===== config.mk =====
export PLATFORM = sky130hd
export DESIGN_NAME = ims_status_regs
export DESIGN_NICKNAME = d
export VERILOG_FILES = /design/src/ims_pkg.sv /design/src/ims_status_regs.sv
export SDC_FILE = /design/constraint.sdc
export NUM_CORES = 1
export LEC_CHECK = 0
export BUFFER_PORTS_ARGS = -buffer_cell sky130_fd_sc_hd__buf_2
export CAP_MARGIN = 20
export CORE_ASPECT_RATIO = 0.7
export CORE_MARGIN = 2
export CORE_UTILIZATION = 25
export DETAILED_ROUTE_END_ITERATION = 7
export HOLD_SLACK_MARGIN = 0.08
export MAX_ROUTING_LAYER = met4
export SETUP_SLACK_MARGIN = 0.1
export SLEW_MARGIN = 20
export SYNTH_ARGS = -nofsm -noshare
export SYNTH_HDL_FRONTEND = slang
export SYNTH_SLANG_ARGS = --single-unit

===== constraint.sdc =====
create_clock -name sys_clk -period 2.6 [get_ports sys_clk]
set_clock_uncertainty 0.05 [all_clocks]
set_input_delay 0.13 -clock sys_clk [delete_from_list [all_inputs] [get_ports sys_clk]]
set_output_delay 0.13 -clock sys_clk [all_outputs]
set_load 0.005 [all_outputs]

===== src/ims_pkg.sv =====
package ims_pkg;
  // ****************************************
  // Register map
  // ****************************************
  // Printed offsets are not word aligned, so the low byte is the index
  localparam logic [31:0] IMS_OFS_LSTAT = 32'hd8700085;
  localparam logic [31:0] IMS_OFS_MSR = 32'hd8700086;
  localparam logic [31:0] IMS_OFS_SCR = 32'hd8700087;
  localparam logic [31:0] IMS_OFS_CTRL = 32'hd8700089;
  localparam int IMS_AW = 10;
  localparam logic [7:0] IMS_IDX_LSTAT = IMS_OFS_LSTAT[7:0];
  localparam logic [7:0] IMS_IDX_MSR = IMS_OFS_MSR[7:0];
  localparam logic [7:0] IMS_IDX_SCR = IMS_OFS_SCR[7:0];
  localparam logic [7:0] IMS_IDX_CTRL = IMS_OFS_CTRL[7:0];
  // ****************************************
  // Fields and reset values
  // ****************************************
  localparam int IMS_LS_PLE = 3;
  localparam int IMS_LS_CRE = 2;
  localparam int IMS_EX_PLOAD = 7;
  localparam int IMS_EX_UNDR = 6;
  localparam int IMS_EX_BUSY = 5;
  localparam int IMS_EX_ABND = 4;
  localparam int IMS_EX_FSTOP = 3;
  localparam int IMS_EX_FINAL = 2;
  localparam int IMS_EX_EOF = 1;
  localparam int IMS_EX_TOUT = 0;
  localparam int IMS_CT_EXT = 0;
  localparam int IMS_CT_FIR = 1;
  localparam int IMS_CT_FES = 2;
  localparam int IMS_CT_PIPE = 3;
  localparam logic [7:0] IMS_SCR_RST = 8'hff;
  localparam logic [7:0] IMS_EXT_RST = 8'h00;
  localparam logic [3:0] IMS_CTRL_RST = 4'h0;
  localparam logic [3:0] IMS_PIN_RST = 4'hf;
  localparam logic [1:0] IMS_RESP_OK = 2'h0;
  localparam logic [1:0] IMS_RESP_ERR = 2'h2;
  // ****************************************
  // Carriers
  // ****************************************
  typedef struct packed {
    logic finalAtBottom;
    logic crcBad;
    logic ppmIllegal;
    logic startFlag;
    logic stopFlag;
    logic finalPush;
    logic finalPop;
    logic fifoRead;
    logic timeout;
    logic abandon;
    logic frameStatus6;
    logic busy;
  } ims_rx_evt_s;
  typedef struct packed {
    logic empty;
    logic underrun;
    logic lenReached;
    logic fifoWrite;
  } ims_tx_evt_s;
endpackage


===== src/ims_status_regs.sv =====
`timescale 1ns/1ps
`default_nettype none
// Functional notes
// - Fast mode: PHY error at final data
// - Bad PPM or repeated start is error
// - MSR bits 7:4 show pin levels
// - Bit 3: carrier changed since read
// - Bit 2: ring rose since read
// - Bit 1: set-ready changed since read
// - Bit 0: clear-to-send changed since read
// - Reset: flags zero, levels follow pins
// - Scratch byte, resets all ones
// - Extended register shares scratch address
// - Pipeline load flag, read clears
// - Write one clears ident rev bit
// - Load when enabled and tx empty
// - Underrun flag, write one clears
// - Bit 5 follows frame reception
// - Abandon sets bit 4, soft reset clears
// - Frame-end stop halts, sets bit 3
// - Final marker cleared by tx write
// - EOF while final byte in FIFO
// - Timeout flag, FIFO read clears
module ims_status_regs
  import ims_pkg::*;
(
  // Clock and reset
  input wire logic sys_clk,
  input wire logic nrst,
  input wire logic softReset,
  // AXI4-Lite write
  input wire logic [IMS_AW-1:0] awaddr,
  input wire logic awvalid,
  output logic awready,
  input wire logic [31:0] wdata,
  input wire logic [3:0] wstrb,
  input wire logic wvalid,
  output logic wready,
  output logic [1:0] bresp,
  output logic bvalid,
  input wire logic bready,
  // AXI4-Lite read
  input wire logic [IMS_AW-1:0] araddr,
  input wire logic arvalid,
  output logic arready,
  output logic [31:0] rdata,
  output logic [1:0] rresp,
  output logic rvalid,
  input wire logic rready,
  // Modem pins
  input wire logic carrier_detect_pin_n,
  input wire logic ring_pin_n,
  input wire logic set_ready_pin_n,
  input wire logic clear_to_send_pin_n,
  // Datapath events
  input wire ims_rx_evt_s rxEvt,
  input wire ims_tx_evt_s txEvt,
  // Datapath controls
  output logic txHalt,
  output logic finalDataMark,
  output logic pipelineLoad,
  output logic identRevClear,
  output logic abandonStatus
);
  // ****************************************
  // Bus slave
  // ****************************************
  logic awHeld_r;
  logic wHeld_r;
  logic [7:0] awIdx_r;
  logic [7:0] wByte_r;
  logic wLane_r;
  logic doWrite;
  logic doRead;
  logic [7:0] rdIdx;
  logic [7:0] rdByte;
  logic rdHit;
  logic wrHit;
  logic [1:0] bresp_r;
  logic [31:0] rdata_r;
  logic [1:0] rresp_r;
  logic bvalid_r;
  logic rvalid_r;

  assign awready = !awHeld_r && !bvalid_r;
  assign wready = !wHeld_r && !bvalid_r;
  assign arready = !rvalid_r;
  assign bvalid = bvalid_r;
  assign bresp = bresp_r;
  assign rvalid = rvalid_r;
  assign rdata = rdata_r;
  assign rresp = rresp_r;
  assign doWrite = awHeld_r && wHeld_r && !bvalid_r;
  assign doRead = arvalid && !rvalid_r;
  assign rdIdx = araddr[IMS_AW-1:2];

  always_ff @(posedge sys_clk or negedge nrst) begin
    if (!nrst) begin
      awHeld_r <= 1'b0;
      awIdx_r <= 8'h00;
    end else if (awvalid && awready) begin
      awHeld_r <= 1'b1;
      awIdx_r <= awaddr[IMS_AW-1:2];
    end else if (doWrite) begin
      awHeld_r <= 1'b0;
    end
  end

  always_ff @(posedge sys_clk or negedge nrst) begin
    if (!nrst) begin
      wHeld_r <= 1'b0;
      wByte_r <= 8'h00;
      wLane_r <= 1'b0;
    end else if (wvalid && wready) begin
      wHeld_r <= 1'b1;
      wByte_r <= wdata[7:0];
      wLane_r <= wstrb[0];
    end else if (doWrite) begin
      wHeld_r <= 1'b0;
    end
  end

  always_comb begin
    wrHit = (awIdx_r == IMS_IDX_MSR) || (awIdx_r == IMS_IDX_SCR) ||
      (awIdx_r == IMS_IDX_CTRL) || (awIdx_r == IMS_IDX_LSTAT);
  end

  always_ff @(posedge sys_clk or negedge nrst) begin
    if (!nrst) begin
      bvalid_r <= 1'b0;
      bresp_r <= IMS_RESP_OK;
    end else if (doWrite) begin
      bvalid_r <= 1'b1;
      bresp_r <= wrHit ? IMS_RESP_OK : IMS_RESP_ERR;
    end else if (bready) begin
      bvalid_r <= 1'b0;
    end
  end

  // Byte lane 0 carries every register; other lanes are ignored
  logic wrEn;
  assign wrEn = doWrite && wLane_r;

  // ****************************************
  // Control register
  // ****************************************
  logic [3:0] ctrl_r;
  logic extMode;
  assign extMode = ctrl_r[IMS_CT_EXT];

  always_ff @(posedge sys_clk or negedge nrst) begin
    if (!nrst) begin
      ctrl_r <= IMS_CTRL_RST;
    end else if (wrEn && awIdx_r == IMS_IDX_CTRL) begin
      ctrl_r <= wByte_r[3:0];
    end
  end

  logic wrExt;
  logic wrScr;
  logic rdExt;
  logic rdMsr;
  logic rdLs;
  assign wrExt = wrEn && awIdx_r == IMS_IDX_SCR && extMode;
  assign wrScr = wrEn && awIdx_r == IMS_IDX_SCR && !extMode;
  assign rdExt = doRead && rdIdx == IMS_IDX_SCR && extMode;
  assign rdMsr = doRead && rdIdx == IMS_IDX_MSR;
  assign rdLs = doRead && rdIdx == IMS_IDX_LSTAT;

  // ****************************************
  // Link status error flags
  // ****************************************
  logic inFrame_r;
  logic encSeen_r;
  logic encNow;
  logic ple_r;
  logic cre_r;
  logic pleSet;
  logic creSet;

  assign encNow = rxEvt.ppmIllegal || (rxEvt.startFlag && inFrame_r);
  assign pleSet = rxEvt.finalAtBottom && ctrl_r[IMS_CT_FIR] && (encSeen_r || encNow);
  assign creSet = rxEvt.finalAtBottom && rxEvt.crcBad;

  always_ff @(posedge sys_clk or negedge nrst) begin
    if (!nrst) begin
      inFrame_r <= 1'b0;
    end else if (rxEvt.startFlag) begin
      inFrame_r <= 1'b1;
    end else if (rxEvt.stopFlag) begin
      inFrame_r <= 1'b0;
    end
  end

  // Error memory is per frame, dropped when its final data lands
  always_ff @(posedge sys_clk or negedge nrst) begin
    if (!nrst) begin
      encSeen_r <= 1'b0;
    end else if (rxEvt.finalAtBottom) begin
      encSeen_r <= 1'b0;
    end else if (encNow) begin
      encSeen_r <= 1'b1;
    end
  end

  // Set wins over the clearing read
  always_ff @(posedge sys_clk or negedge nrst) begin
    if (!nrst) begin
      ple_r <= 1'b0;
      cre_r <= 1'b0;
    end else begin
      ple_r <= pleSet || (ple_r && !rdLs);
      cre_r <= creSet || (cre_r && !rdLs);
    end
  end

  // ****************************************
  // Modem pins
  // ****************************************
  logic [3:0] pinN;
  logic [3:0] sy1_r;
  logic [3:0] sy2_r;
  logic [3:0] sy3_r;
  logic [3:0] pinN_r;
  logic [3:0] level;
  logic [3:0] lastRd_r;
  logic [3:0] delta_r;
  logic [3:0] deltaSet;
  assign pinN = {carrier_detect_pin_n, ring_pin_n, set_ready_pin_n, clear_to_send_pin_n};

  always_ff @(posedge sys_clk or negedge nrst) begin
    if (!nrst) begin
      sy1_r <= IMS_PIN_RST;
      sy2_r <= IMS_PIN_RST;
      sy3_r <= IMS_PIN_RST;
    end else begin
      sy1_r <= pinN;
      sy2_r <= sy1_r;
      sy3_r <= sy2_r;
    end
  end

  // A bit moves only once two stages agree, filtering glitches
  for (genvar i = 0; i < 4; i++) begin : gPin
    always_ff @(posedge sys_clk or negedge nrst) begin
      if (!nrst) begin
        pinN_r[i] <= IMS_PIN_RST[i];
      end else if (sy2_r[i] == sy3_r[i]) begin
        pinN_r[i] <= sy3_r[i];
      end
    end
  end

  assign level = ~pinN_r;
  assign deltaSet[3] = level[3] != lastRd_r[3];
  assign deltaSet[2] = level[2] && !lastRd_r[2];
  assign deltaSet[1] = level[1] != lastRd_r[1];
  assign deltaSet[0] = level[0] != lastRd_r[0];

  // Reference levels start from the reset pin value (all deasserted), taken one clock after reset
  logic seeded_r;
  always_ff @(posedge sys_clk or negedge nrst) begin
    if (!nrst) begin
      seeded_r <= 1'b0;
      lastRd_r <= 4'h0;
    end else if (!seeded_r || rdMsr) begin
      seeded_r <= 1'b1;
      lastRd_r <= level;
    end
  end

  always_ff @(posedge sys_clk or negedge nrst) begin
    if (!nrst) begin
      delta_r <= 4'h0;
    end else if (!seeded_r || rdMsr) begin
      delta_r <= 4'h0;
    end else if (wrEn && awIdx_r == IMS_IDX_MSR) begin
      delta_r <= wByte_r[3:0];
    end else begin
      delta_r <= delta_r | deltaSet;
    end
  end

  // ****************************************
  // Scratch byte
  // ****************************************
  logic [7:0] scratch_value_r;
  always_ff @(posedge sys_clk or negedge nrst) begin
    if (!nrst) begin
      scratch_value_r <= IMS_SCR_RST;
    end else if (wrScr) begin
      scratch_value_r <= wByte_r;
    end
  end

  // ****************************************
  // Extended status/control
  // ****************************************
  logic loadCond;
  logic loadPrev_r;
  logic pload_r;
  logic undr_r;
  logic abnd_r;
  logic fstop_r;
  logic final_r;
  logic tout_r;
  logic abSt_r;
  logic idClr_r;
  logic [5:0] eofCnt_r;

  // Load waits for tx empty, so enabling early only delays it
  assign loadCond = ctrl_r[IMS_CT_PIPE] && txEvt.empty;
  assign pipelineLoad = loadCond && !loadPrev_r;

  always_ff @(posedge sys_clk or negedge nrst) begin
    if (!nrst) begin
      loadPrev_r <= 1'b0;
      pload_r <= 1'b0;
    end else begin
      loadPrev_r <= loadCond;
      pload_r <= pipelineLoad || (pload_r && !rdExt);
    end
  end

  always_ff @(posedge sys_clk or negedge nrst) begin
    if (!nrst) begin
      idClr_r <= 1'b0;
    end else begin
      idClr_r <= wrExt && wByte_r[IMS_EX_PLOAD];
    end
  end

  logic w1Undr;
  logic w1Stop;
  assign w1Undr = wrExt && wByte_r[IMS_EX_UNDR];
  assign w1Stop = wrExt && wByte_r[IMS_EX_FSTOP];

  always_ff @(posedge sys_clk or negedge nrst) begin
    if (!nrst) begin
      undr_r <= 1'b0;
      fstop_r <= 1'b0;
    end else begin
      undr_r <= txEvt.underrun || (undr_r && !w1Undr);
      fstop_r <= (ctrl_r[IMS_CT_FES] && txEvt.lenReached) || (fstop_r && !w1Stop);
    end
  end

  always_ff @(posedge sys_clk or negedge nrst) begin
    if (!nrst) begin
      abnd_r <= 1'b0;
      abSt_r <= 1'b0;
    end else if (rxEvt.abandon) begin
      abnd_r <= 1'b1;
      abSt_r <= rxEvt.frameStatus6;
    end else if (softReset) begin
      abnd_r <= 1'b0;
    end
  end

  // Software marking beats a same-cycle FIFO write
  always_ff @(posedge sys_clk or negedge nrst) begin
    if (!nrst) begin
      final_r <= 1'b0;
    end else if (wrExt) begin
      final_r <= wByte_r[IMS_EX_FINAL];
    end else if (txEvt.fifoWrite) begin
      final_r <= 1'b0;
    end
  end

  always_ff @(posedge sys_clk or negedge nrst) begin
    if (!nrst) begin
      eofCnt_r <= 6'h00;
    end else if (softReset) begin
      eofCnt_r <= 6'h00;
    end else if (rxEvt.finalPush && !rxEvt.finalPop) begin
      eofCnt_r <= eofCnt_r + 6'h01;
    end else if (rxEvt.finalPop && !rxEvt.finalPush && eofCnt_r != 6'h00) begin
      eofCnt_r <= eofCnt_r - 6'h01;
    end
  end

  always_ff @(posedge sys_clk or negedge nrst) begin
    if (!nrst) begin
      tout_r <= 1'b0;
    end else begin
      tout_r <= rxEvt.timeout || (tout_r && !rxEvt.fifoRead);
    end
  end

  logic [7:0] extVal;
  assign extVal = {pload_r, undr_r, rxEvt.busy, abnd_r, fstop_r, final_r,
    eofCnt_r != 6'h00, tout_r};

  assign txHalt = fstop_r;
  assign finalDataMark = final_r;
  assign identRevClear = idClr_r;
  assign abandonStatus = abSt_r;

  // ****************************************
  // Read mux
  // ****************************************
  always_comb begin
    rdHit = 1'b1;
    rdByte = 8'h00;
    case (rdIdx)
      IMS_IDX_LSTAT: rdByte = {4'h0, ple_r, cre_r, 2'b00};
      IMS_IDX_MSR: rdByte = {level, delta_r | deltaSet};
      IMS_IDX_SCR: rdByte = extMode ? extVal : scratch_value_r;
      IMS_IDX_CTRL: rdByte = {4'h0, ctrl_r};
      default: rdHit = 1'b0;
    endcase
  end

  always_ff @(posedge sys_clk or negedge nrst) begin
    if (!nrst) begin
      rvalid_r <= 1'b0;
      rdata_r <= 32'h0;
      rresp_r <= IMS_RESP_OK;
    end else if (doRead) begin
      rvalid_r <= 1'b1;
      rdata_r <= {24'h0, rdByte};
      rresp_r <= rdHit ? IMS_RESP_OK : IMS_RESP_ERR;
    end else if (rready) begin
      rvalid_r <= 1'b0;
    end
  end

  // ****************************************
  // Checks
  // ****************************************
  a_ple_final: assert property (@(posedge sys_clk) disable iff (!nrst)
    pleSet |=> ple_r) else $error("phy error flag missed");
  a_cre_clear: assert property (@(posedge sys_clk) disable iff (!nrst)
    rdLs && !creSet |=> !cre_r) else $error("crc flag not cleared");
  a_msr_level: assert property (@(posedge sys_clk) disable iff (!nrst)
    rdMsr |=> rdata_r[7:4] == $past(level)) else $error("msr level wrong");
  a_ring_edge: assert property (@(posedge sys_clk) disable iff (!nrst)
    seeded_r && !rdMsr && $rose(level[2]) && lastRd_r[2] == 1'b0 |=> delta_r[2])
    else $error("ring edge missed");
  a_delta_read: assert property (@(posedge sys_clk) disable iff (!nrst)
    seeded_r && rdMsr |=> delta_r == 4'h0) else $error("delta not cleared");
  a_scr_mux: assert property (@(posedge sys_clk) disable iff (!nrst)
    doRead && rdIdx == IMS_IDX_SCR && !extMode |=> rdata_r[7:0] == $past(scratch_value_r))
    else $error("scratch read wrong");
  a_pload_set: assert property (@(posedge sys_clk) disable iff (!nrst)
    $rose(loadCond) |=> pload_r) else $error("pipeline load missed");
  a_undr_hold: assert property (@(posedge sys_clk) disable iff (!nrst)
    undr_r && !w1Undr |=> undr_r) else $error("underrun lost");
  a_stop_mode: assert property (@(posedge sys_clk) disable iff (!nrst)
    !fstop_r && !ctrl_r[IMS_CT_FES] |=> !fstop_r) else $error("stop outside mode");
  a_tout_read: assert property (@(posedge sys_clk) disable iff (!nrst)
    rxEvt.fifoRead && !rxEvt.timeout |=> !tout_r) else $error("timeout not cleared");
  a_write_resp: assert property (@(posedge sys_clk) disable iff (!nrst)
    doWrite |=> bvalid_r [*1] ##0 (bvalid_r throughout (!bready) [*1]) or bvalid_r)
    else $error("write response missing");
endmodule
`default_nettype wire


==> results.json, run 1 <==
{
  "status": "complete, no violations",
  "core_area_um2": 15600,
  "yosys.area.top_type_share_pct": 39.2,
  "syn2layout_area_growth_pct": 29.0,
  "yosysSeqAreaShare_pct": 54.9,
  "drive_above_1_share_pct": 33.8,
  "syn_avg_cell_area_um2": 11.9,
  "routed_via_density": 4.29,
  "numCtsBuffers": 9,
  "critPathSlowestCell": "or4b_1",
  "wl_met1_um": 4720,
  "ys_ff_latch": 87,
  "hpwlAfterDp_um": 6830,
  "die_w_um": 156,
  "cpPeakStageDelay_ns": 0.73,
  "io_pins": 130,
  "insertion_delay_ns": 0.34,
  "antenna_found_initial": 0,
  "peakVddDrop_mv": 0.341,
  "fmax_mhz": 441,
  "grt_use_total_pct": 11.6,
  "clock-sinks": 87,
  "netlist_area_um2": 4020,
  "maxSlewHeadroom_pct": 46.1,
  "p_leak_nw": 2.37,
  "gr-total-overflow": 0,
  "cts_tree": "built",
  "hold_class": "primary input to flop",
  "htree_levels": 3,
  "drv_cap": 0,
  "num_rows": 38,
  "synth_edf_count": 0,
  "worst_pin_slew_ns": 0.802,
  "critPathLaunchType": "flop",
  "synth_top_cells_by_count": "dfrtp_1 (63), buf_4 (26), mux2_2 (26)",
  "path_clk_slew_ns": 0.07,
  "critPathKind": "flop to flop",
  "synth_cells": 337,
  "start_util_pct": 25.8,
  "die_y_um": 110,
  "finalMaxSlewViolations": 0,
  "timing.final.crit_period_ns": 2.27,
  "drtAntennaViolNets": 0,
  "nets": 542,
  "wl_per_cell_um": 13.9,
  "synth_ff_type": "dfrtp_1",
  "highest_layer": "met4",
  "drc": 0,
  "critical_path_arrival_ns": 2.48,
  "grt_max_degree": 79,
  "dieArea_um2": 17100,
  "finalCritPeriodShare_pct": 87.1,
  "cp.required_ns": 2.82,
  "crit_fanout": 8,
  "finalSetupViolCount": 0,
  "vias": 2823,
  "grt_pass1_vias": 2834,
  "hold_ws_ns": 0.120,
  "wl_met2_um": 3890,
  "powerDensity_nw_per_um2": 770,
  "end_kind": "flop",
  "num_antenna_cells": 0,
  "drtIter0Drc": 125,
  "yosys.area.top_type": "dfrtp_1",
  "r2r_cells": 4,
  "ys_top_cells_by_area": "dfrtp_1 (39%), dfstp_2 (16%), mux2_2 (7.3%), buf_4 (4.9%), mux2_4 (3.0%)",
  "hold_depth": 3,
  "fin_tns_setup_ns": 0,
  "rsz0062_at_grt": "no",
  "ys_warn_count": 0,
  "grt_pass1_wl_um": 14600,
  "async_flop_share_pct": 100,
  "gp_congestion": 0.803,
  "drt_pass1_iterations": 4,
  "postCtsSetupBuffers": 0,
  "synthMostInstantiatedCell": "dfrtp_1",
  "crit_path_cell_trace": "and3b_1, and3_1, or4b_1, mux2_4",
  "cts-root-buf": "clkbuf_16",
  "synth_cell_types": 52,
  "cts.path.max_buffers": 2,
  "portBuffers": 72,
  "hold_violations": 0,
  "wirelength_um": 9170,
  "met3WireLength_um": 455
}
cell families after synthesis:
kind of cell	Yosys count	synth area share, %
flops	87	54.9
other cells	2	0.187
xor+xnor	7	1.52
mux	40	11.8
simple gates	79	10.4
compound gates	63	11.0
fa+ha+maj	9	2.74
buf+inv	50	7.49
worst paths after layout:
path	slack [ns]	end	from
max	0.33	scratch_value_r[3]	bvalid
min	0.12	encSeen_r	rxEvt[9]
max reg2reg	0.33	scratch_value_r[3]	bvalid
min reg2reg	0.31	sy2_r[0]	sy1_r[0]
max in group asynchronous	1.49	pinN_r[2]	nrst
min in group asynchronous	0.34	wByte_r[6]	nrst
cells in the final DEF (no fill, tap or decap), drive strengths merged, types with 6 or more instances in the layout:
cell         count
dfrtp           63
nand2           19
conb            27
a21oi           11
a21o             7
mux2            34
dfstp           24
a22o            11
o21ai           13
nor2            23
buf             78
inv             14
mux2i            6
nor2b            9
clkbuf          10
dlygate4sd3     39
state kept, by name, summed over array words and instances (netlist names), 4 cells and up:
name and flops:
awIdx_r 8, ctrl_r 4, delta_r 4, eofCnt_r 6
lastRd_r 4, pinN_r 4, rdata 8, scratch_value_r 8
sy1_r 4, sy2_r 4, sy3_r 4, wByte_r 8
report_power, final:
| part | internal, mW | switching (mW) | total [mW] |
|---|---|---|---|
| registers | 1.65 | 0.249 | 1.90 |
| clock network | 0.652 | 0.544 | 1.20 |
| logic | 0.486 | 0.419 | 0.905 |
layout make-up:
| class | instances | area (µm²) |
|---|---|---|
| sequential | 87 | 2210 |
| clock buffer | 10 | 229 |
| clock inverter | 6 | 46.3 |
| fill | 1555 | 10400 |
| timing repair buffer | 117 | 802 |
| tap | 200 | 250 |
| multi-input combinational | 225 | 1610 |
| inverter | 13 | 48.8 |
metal layers:
layer	vias up	track usage (%)
met5	-	-
met4	0	3.54
met3	12	3.40
met2	82	16.8
met1	1376	15.8
li1	1353	-
worst max-delay path, delay by kind of cell (launching register included):
family        cells  cell delay, ns
simple gates      3            1.29
flops             1            0.44
mux               1            0.40
timing repair:
item,4_1_cts,5_1_grt
hold buffers,39,0
setup endpoints to repair,0,0
gates resized for setup,0,0
hold endpoints to repair,104,0
through the flow:
step | util [%] | cells | worst slack (ns) | instance area [µm²] | total power, mW
floorplan | - | 362 | 0.669 | 4120 | 2.51
global placement | 29.0 | 603 | 0.401 | 4520 | 2.73
detailed placement | 29.0 | 603 | 0.345 | 4520 | 2.79
CTS | 33.3 | 658 | 0.325 | 5190 | 4.05
global route | 33.3 | 658 | 0.233 | 5190 | 4.26
finish | 33.3 | 658 | 0.334 | 5190 | 4.00
Note: power is estimated with default switching activity, not from simulation.
==> inputs of run 2 (changes only) <==
clock period = 2.94 ns   (was 2.6 ns; I/O delays follow)
==> results.json, run 2 (synthesis results as in run 1) <==
{
  "grt_max_degree": 85,
  "critPathLaunchType": "flop",
  "grt_pass1_vias": 2756,
  "power_mw": 3.55,
  "wl_per_cell_um": 13.5,
  "gr-total-overflow": 0,
  "r2r_cells": 4,
  "clock-sinks": 87,
  "crit_fanout": 8,
  "die_w_um": 156,
  "drtAntennaViolNets": 0,
  "layout_commonest_cell": "buf_2",
  "reg2reg_to": "scratch_value_r[1]",
  "fmax_mhz": 444,
  "grt_pass1_wl_um": 14300,
  "drtIter0Drc": 104,
  "cts_tree": "built",
  "insertion_delay_ns": 0.34,
  "drc": 0,
  "critPathKind": "flop to flop",
  "powerDensity_nw_per_um2": 685,
  "drive_above_1_share_pct": 33.8,
  "crit_path_cell_trace": "and3b_1, and3_1, or4b_1, mux2_4",
  "worst_pin_slew_ns": 0.772,
  "finalSetupViolCount": 0,
  "r2r_start": "bvalid",
  "most-common-layout-cells": "buf_2 (71), dfrtp_1 (63), dlygate4sd3_1 (39)",
  "critPathSlowestCell": "or4b_1",
  "cp.required_ns": 3.16,
  "cpPeakStageDelay_ns": 0.72,
  "pwr-share-clk_pct": 30.8,
  "nets": 540,
  "hpwlAfterDp_um": 6610,
  "timing.final.crit_period_ns": 2.25,
  "cts-root-buf": "clkbuf_16",
  "peakVddDrop_mv": 0.294,
  "antenna_found_initial": 0,
  "die_y_um": 110,
  "status": "complete, no violations",
  "hold_class": "primary input to flop",
  "path_clk_slew_ns": 0.07,
  "io_pins": 130,
  "htree_levels": 3,
  "finalMaxSlewViolations": 0,
  "routed_via_density": 4.23,
  "maxSlewHeadroom_pct": 48.2,
  "finalCritPeriodShare_pct": 76.6,
  "gp_congestion": 0.848,
  "num_antenna_cells": 0,
  "switching_power_mw": 1.06,
  "worstSetupStartpoint": "bvalid",
  "critical_path_arrival_ns": 2.47,
  "power_frac_comb_pct": 22.4,
  "core_area_um2": 15600,
  "start_util_pct": 25.8,
  "crit_end": "scratch_value_r[1]",
  "nFillCells": 1559,
  "p_leak_nw": 2.37,
  "num_rows": 38,
  "p_int_mw": 2.49,
  "p_sw_share_pct": 29.8,
  "grt_use_total_pct": 11.4,
  "cts-resized-gates": 0,
  "end_kind": "flop",
  "dieArea_um2": 17100,
  "numCtsBuffers": 9,
  "fin_tns_setup_ns": 0,
  "r2r_slack_ns": 0.69,
  "seqPwrFrac_pct": 46.8,
  "rsz0062_at_grt": "no",
  "drv_cap": 0,
  "syn2layout_area_growth_pct": 29.0,
  "wirelength_um": 8840,
  "cts.path.max_buffers": 2,
  "hold_violations": 0,
  "drt_pass1_iterations": 4,
  "vias": 2772,
  "portBuffers": 72,
  "final_util_pct": 33.3
}
## run 2: changes by cell type in the layout (fill, tap and decap cells not counted), sizes merged
cell | before | now
buf | 78 | 76
clkinvlp | 2 | 0
clkinv | 3 | 2
inv | 14 | 17
## run 2: how the worst min path moves through the flow
stage	start	end	slack, ns	depth (start not counted)
2_1_floorplan	nrst	abandonStatus	-0.20	0
3_3_place_gp	carrier_detect_pin_n	sy1_r[3]	0.20	1
3_5_place_dp	clear_to_send_pin_n	sy1_r[0]	0.20	1
4_1_cts	rxEvt[9]	encSeen_r	0.11	3
5_1_grt	rxEvt[9]	encSeen_r	0.14	3
6_report	rxEvt[9]	encSeen_r	0.12	3
## run 2: through the flow
step                      worst slack, ns  area (µm²)  hold WS, ns  instances
final                               0.687        5190        0.121        656
after global placement              0.738        4510        0.205        601
after detailed placement            0.691        4510        0.203        601
after CTS                           0.672        5190        0.109        656
after global routing                0.564        5190        0.136        656
after floorplan                      1.01        4120       -0.199        362
## run 2: area by class of cell
class	instances	area [µm²]	share of cell area, %
flip-flops and latches	87	2210	42.5
multi-input cells	225	1610	31.0
repair buffers	115	787	15.2
well taps	200	250	4.82
clock buffers	10	239	4.60
clock inverters	6	50.0	0.964
inverters	13	48.8	0.940
## run 2: layer usage
layer | wire length (µm) | global-route usage (%) | part of all wire (%) | vias to the layer above
li1 | - | - | - | 1361
met4 | 102 | 3.34 | 1.2 | 0
met5 | 0 | - | 0 | -
met2 | 3690 | 16.7 | 42 | 81
met1 | 4580 | 15.3 | 52 | 1320
met3 | 471 | 3.44 | 5.3 | 10
## run 2: power by group through the flow
stage / clock (mW) / sequential [mW] / combinational, mW
floorplan: 0 / 1.62 / 0.604
global placement: 0 / 1.67 / 0.737
detailed placement: 0 / 1.69 / 0.769
CTS: 1.14 / 1.67 / 0.811
global route: 1.20 / 1.70 / 0.898
finish: 1.09 / 1.66 / 0.798
## run 2: worst max-delay path, delay by kind of cell (launching register included)
kind             cells  cell delay [ns]
and+or+nand+nor      3             1.28
muxes                1             0.40
DFF                  1             0.44
## run 2: what timing repair did
item / CTS / global route
endpoints found under the hold margin: 104 / 0
hold buffers: 39 / 0
buffers inserted: 0 / 0
==> inputs of run 3 (changes only) <==
clock period = 2.1 ns   (was 2.94 ns; I/O delays follow)
==> results.json, run 3 (synthesis results as in run 1) <==
{
  "power_mw": 5.14,
  "antenna_found_initial": 0,
  "hold_class": "primary input to flop",
  "end_kind": "flop",
  "hpwlAfterDp_um": 6870,
  "pre_cts_slack_ns": 0.0423,
  "grt_max_degree": 53,
  "start_util_pct": 25.8,
  "multiInputGateArea_um2": 1640,
  "nFillCells": 1560,
  "grt_pass1_vias": 2799,
  "grt-busiest-layer": "met2",
  "met3_usage_pct": 3.36,
  "portBuffers": 72,
  "die_w_um": 156,
  "fin_tns_setup_ns": 0,
  "gr-total-overflow": 0,
  "syn2layout_area_growth_pct": 32.4,
  "instances_no_fill": 666,
  "htree_levels": 3,
  "grt_use_total_pct": 11.7,
  "p_leak_nw": 2.45,
  "crit_end": "scratch_value_r[7]",
  "r2r_slack_ns": 0.08,
  "finalMaxSlewViolations": 0,
  "grt.met1_usage_pct": 15.7,
  "crit_path_cell_trace": "nor4b_4, and3_4, or4b_4, buf_6, mux2_4",
  "r2r_cells": 5,
  "final_util_pct": 34.2,
  "cts-root-buf": "clkbuf_16",
  "numCtsBuffers": 9,
  "drt_pass1_iterations": 4,
  "drive_above_1_share_pct": 36.1,
  "crit_fanout": 6,
  "critPathKind": "flop to flop",
  "drv_cap": 0,
  "status": "complete, no violations",
  "critPathSlowestCell": "or4b_4",
  "timing.final.crit_period_ns": 2.02,
  "hold_violations": 0,
  "insertion_delay_ns": 0.34,
  "critPathLaunchType": "flop",
  "routed_via_density": 4.33,
  "placed_cells": 610,
  "dieArea_um2": 17100,
  "grt.met2_usage_pct": 17.4,
  "most-common-layout-cells": "buf_2 (71), dfrtp_1 (63), dlygate4sd3_1 (39)",
  "grt_pass1_wl_um": 14800,
  "drtIter0Drc": 106,
  "drc": 0,
  "num_rows": 38,
  "cp.required_ns": 2.31,
  "wl_per_cell_um": 13.9,
  "num_antenna_cells": 0,
  "worstSetupStartpoint": "awIdx_r[5]",
  "drtAntennaViolNets": 0,
  "finalSetupViolCount": 0,
  "r2r_start": "awIdx_r[5]",
  "rsz0062_at_grt": "yes",
  "io_pins": 130,
  "die_y_um": 110,
  "powerDensity_nw_per_um2": 965,
  "cts.path.max_buffers": 2,
  "path_clk_slew_ns": 0.07,
  "regArea_um2": 2210,
  "layout_commonest_cell": "buf_2",
  "core_area_um2": 15600,
  "finalCritPeriodShare_pct": 96.3,
  "gp_congestion": 0.806,
  "finalWorstSetupSlack_ns": 0.0776,
  "wirelength_um": 9240,
  "cts_tree": "built",
  "critical_path_arrival_ns": 2.23,
  "maxSlewHeadroom_pct": 65.8,
  "worst_pin_slew_ns": 0.513,
  "peakVddDrop_mv": 0.414,
  "reg2reg_to": "scratch_value_r[7]",
  "cpPeakStageDelay_ns": 0.46,
  "nets": 550,
  "clock-sinks": 87,
  "vias": 2881,
  "fmax_mhz": 494
}
-- run 3: critical path: cells and delay by family (launching register included) --
kind,cells,cell delay [ns]
buf+inv,1,0.16
flops,1,0.41
mux,1,0.30
simple gates,3,1.02
-- run 3: worst min path at each step --
| stage | from | endpoint | slack (ns) | depth (start not counted) |
|---|---|---|---|---|
| detailed placement | nrst | wByte_r[2] | 0.04 | 1 |
| CTS | rxEvt[9] | encSeen_r | 0.09 | 3 |
| floorplan | nrst | abandonStatus | -0.24 | 0 |
| global route | rxEvt[9] | encSeen_r | 0.11 | 3 |
| global placement | nrst | wByte_r[5] | 0.03 | 1 |
| finish | rxEvt[9] | encSeen_r | 0.11 | 3 |
-- run 3: what timing repair did --
action / 4_1_cts / 5_1_grt
setup buffers: 1 / 0
resized for setup: 2 / 4
hold buffers: 39 / 0
setup endpoints to repair: 8 / 12
hold endpoints to repair: 76 / 0
pin swaps: 2 / 3
-- run 3: metrics by stage --
step	hold slack, ns	instance area (µm²)
finish	0.106	5330
global route	0.110	5330
CTS	0.0873	5300
detailed placement	0.0387	4590
global placement	0.0349	4590
floorplan	-0.241	4120
-- run 3: metal layers --
metal	vias to the layer above	wire length [µm]	part of all wire, %
met5	-	0	0
met4	0	65	0.70
met3	6	603	6.5
met2	98	3950	43
met1	1404	4620	50
li1	1373	-	-
-- run 3: layout make-up --
class,instances,area share [%]
flip-flops and latches,87,41.4
multi-input cells,225,30.7
repair buffers,125,16.4
clock buffers,11,4.96
well taps,200,4.70
inverters,13,0.916
clock inverters,5,0.822
-- run 3: power breakdown --
| part | internal [mW] | total (mW) | switching (mW) |
|---|---|---|---|
| sequential | 2.04 | 2.33 | 0.287 |
| clock | 0.926 | 1.62 | 0.692 |
| combinational | 0.637 | 1.20 | 0.559 |
| total | 3.60 | 5.14 | 1.54 |
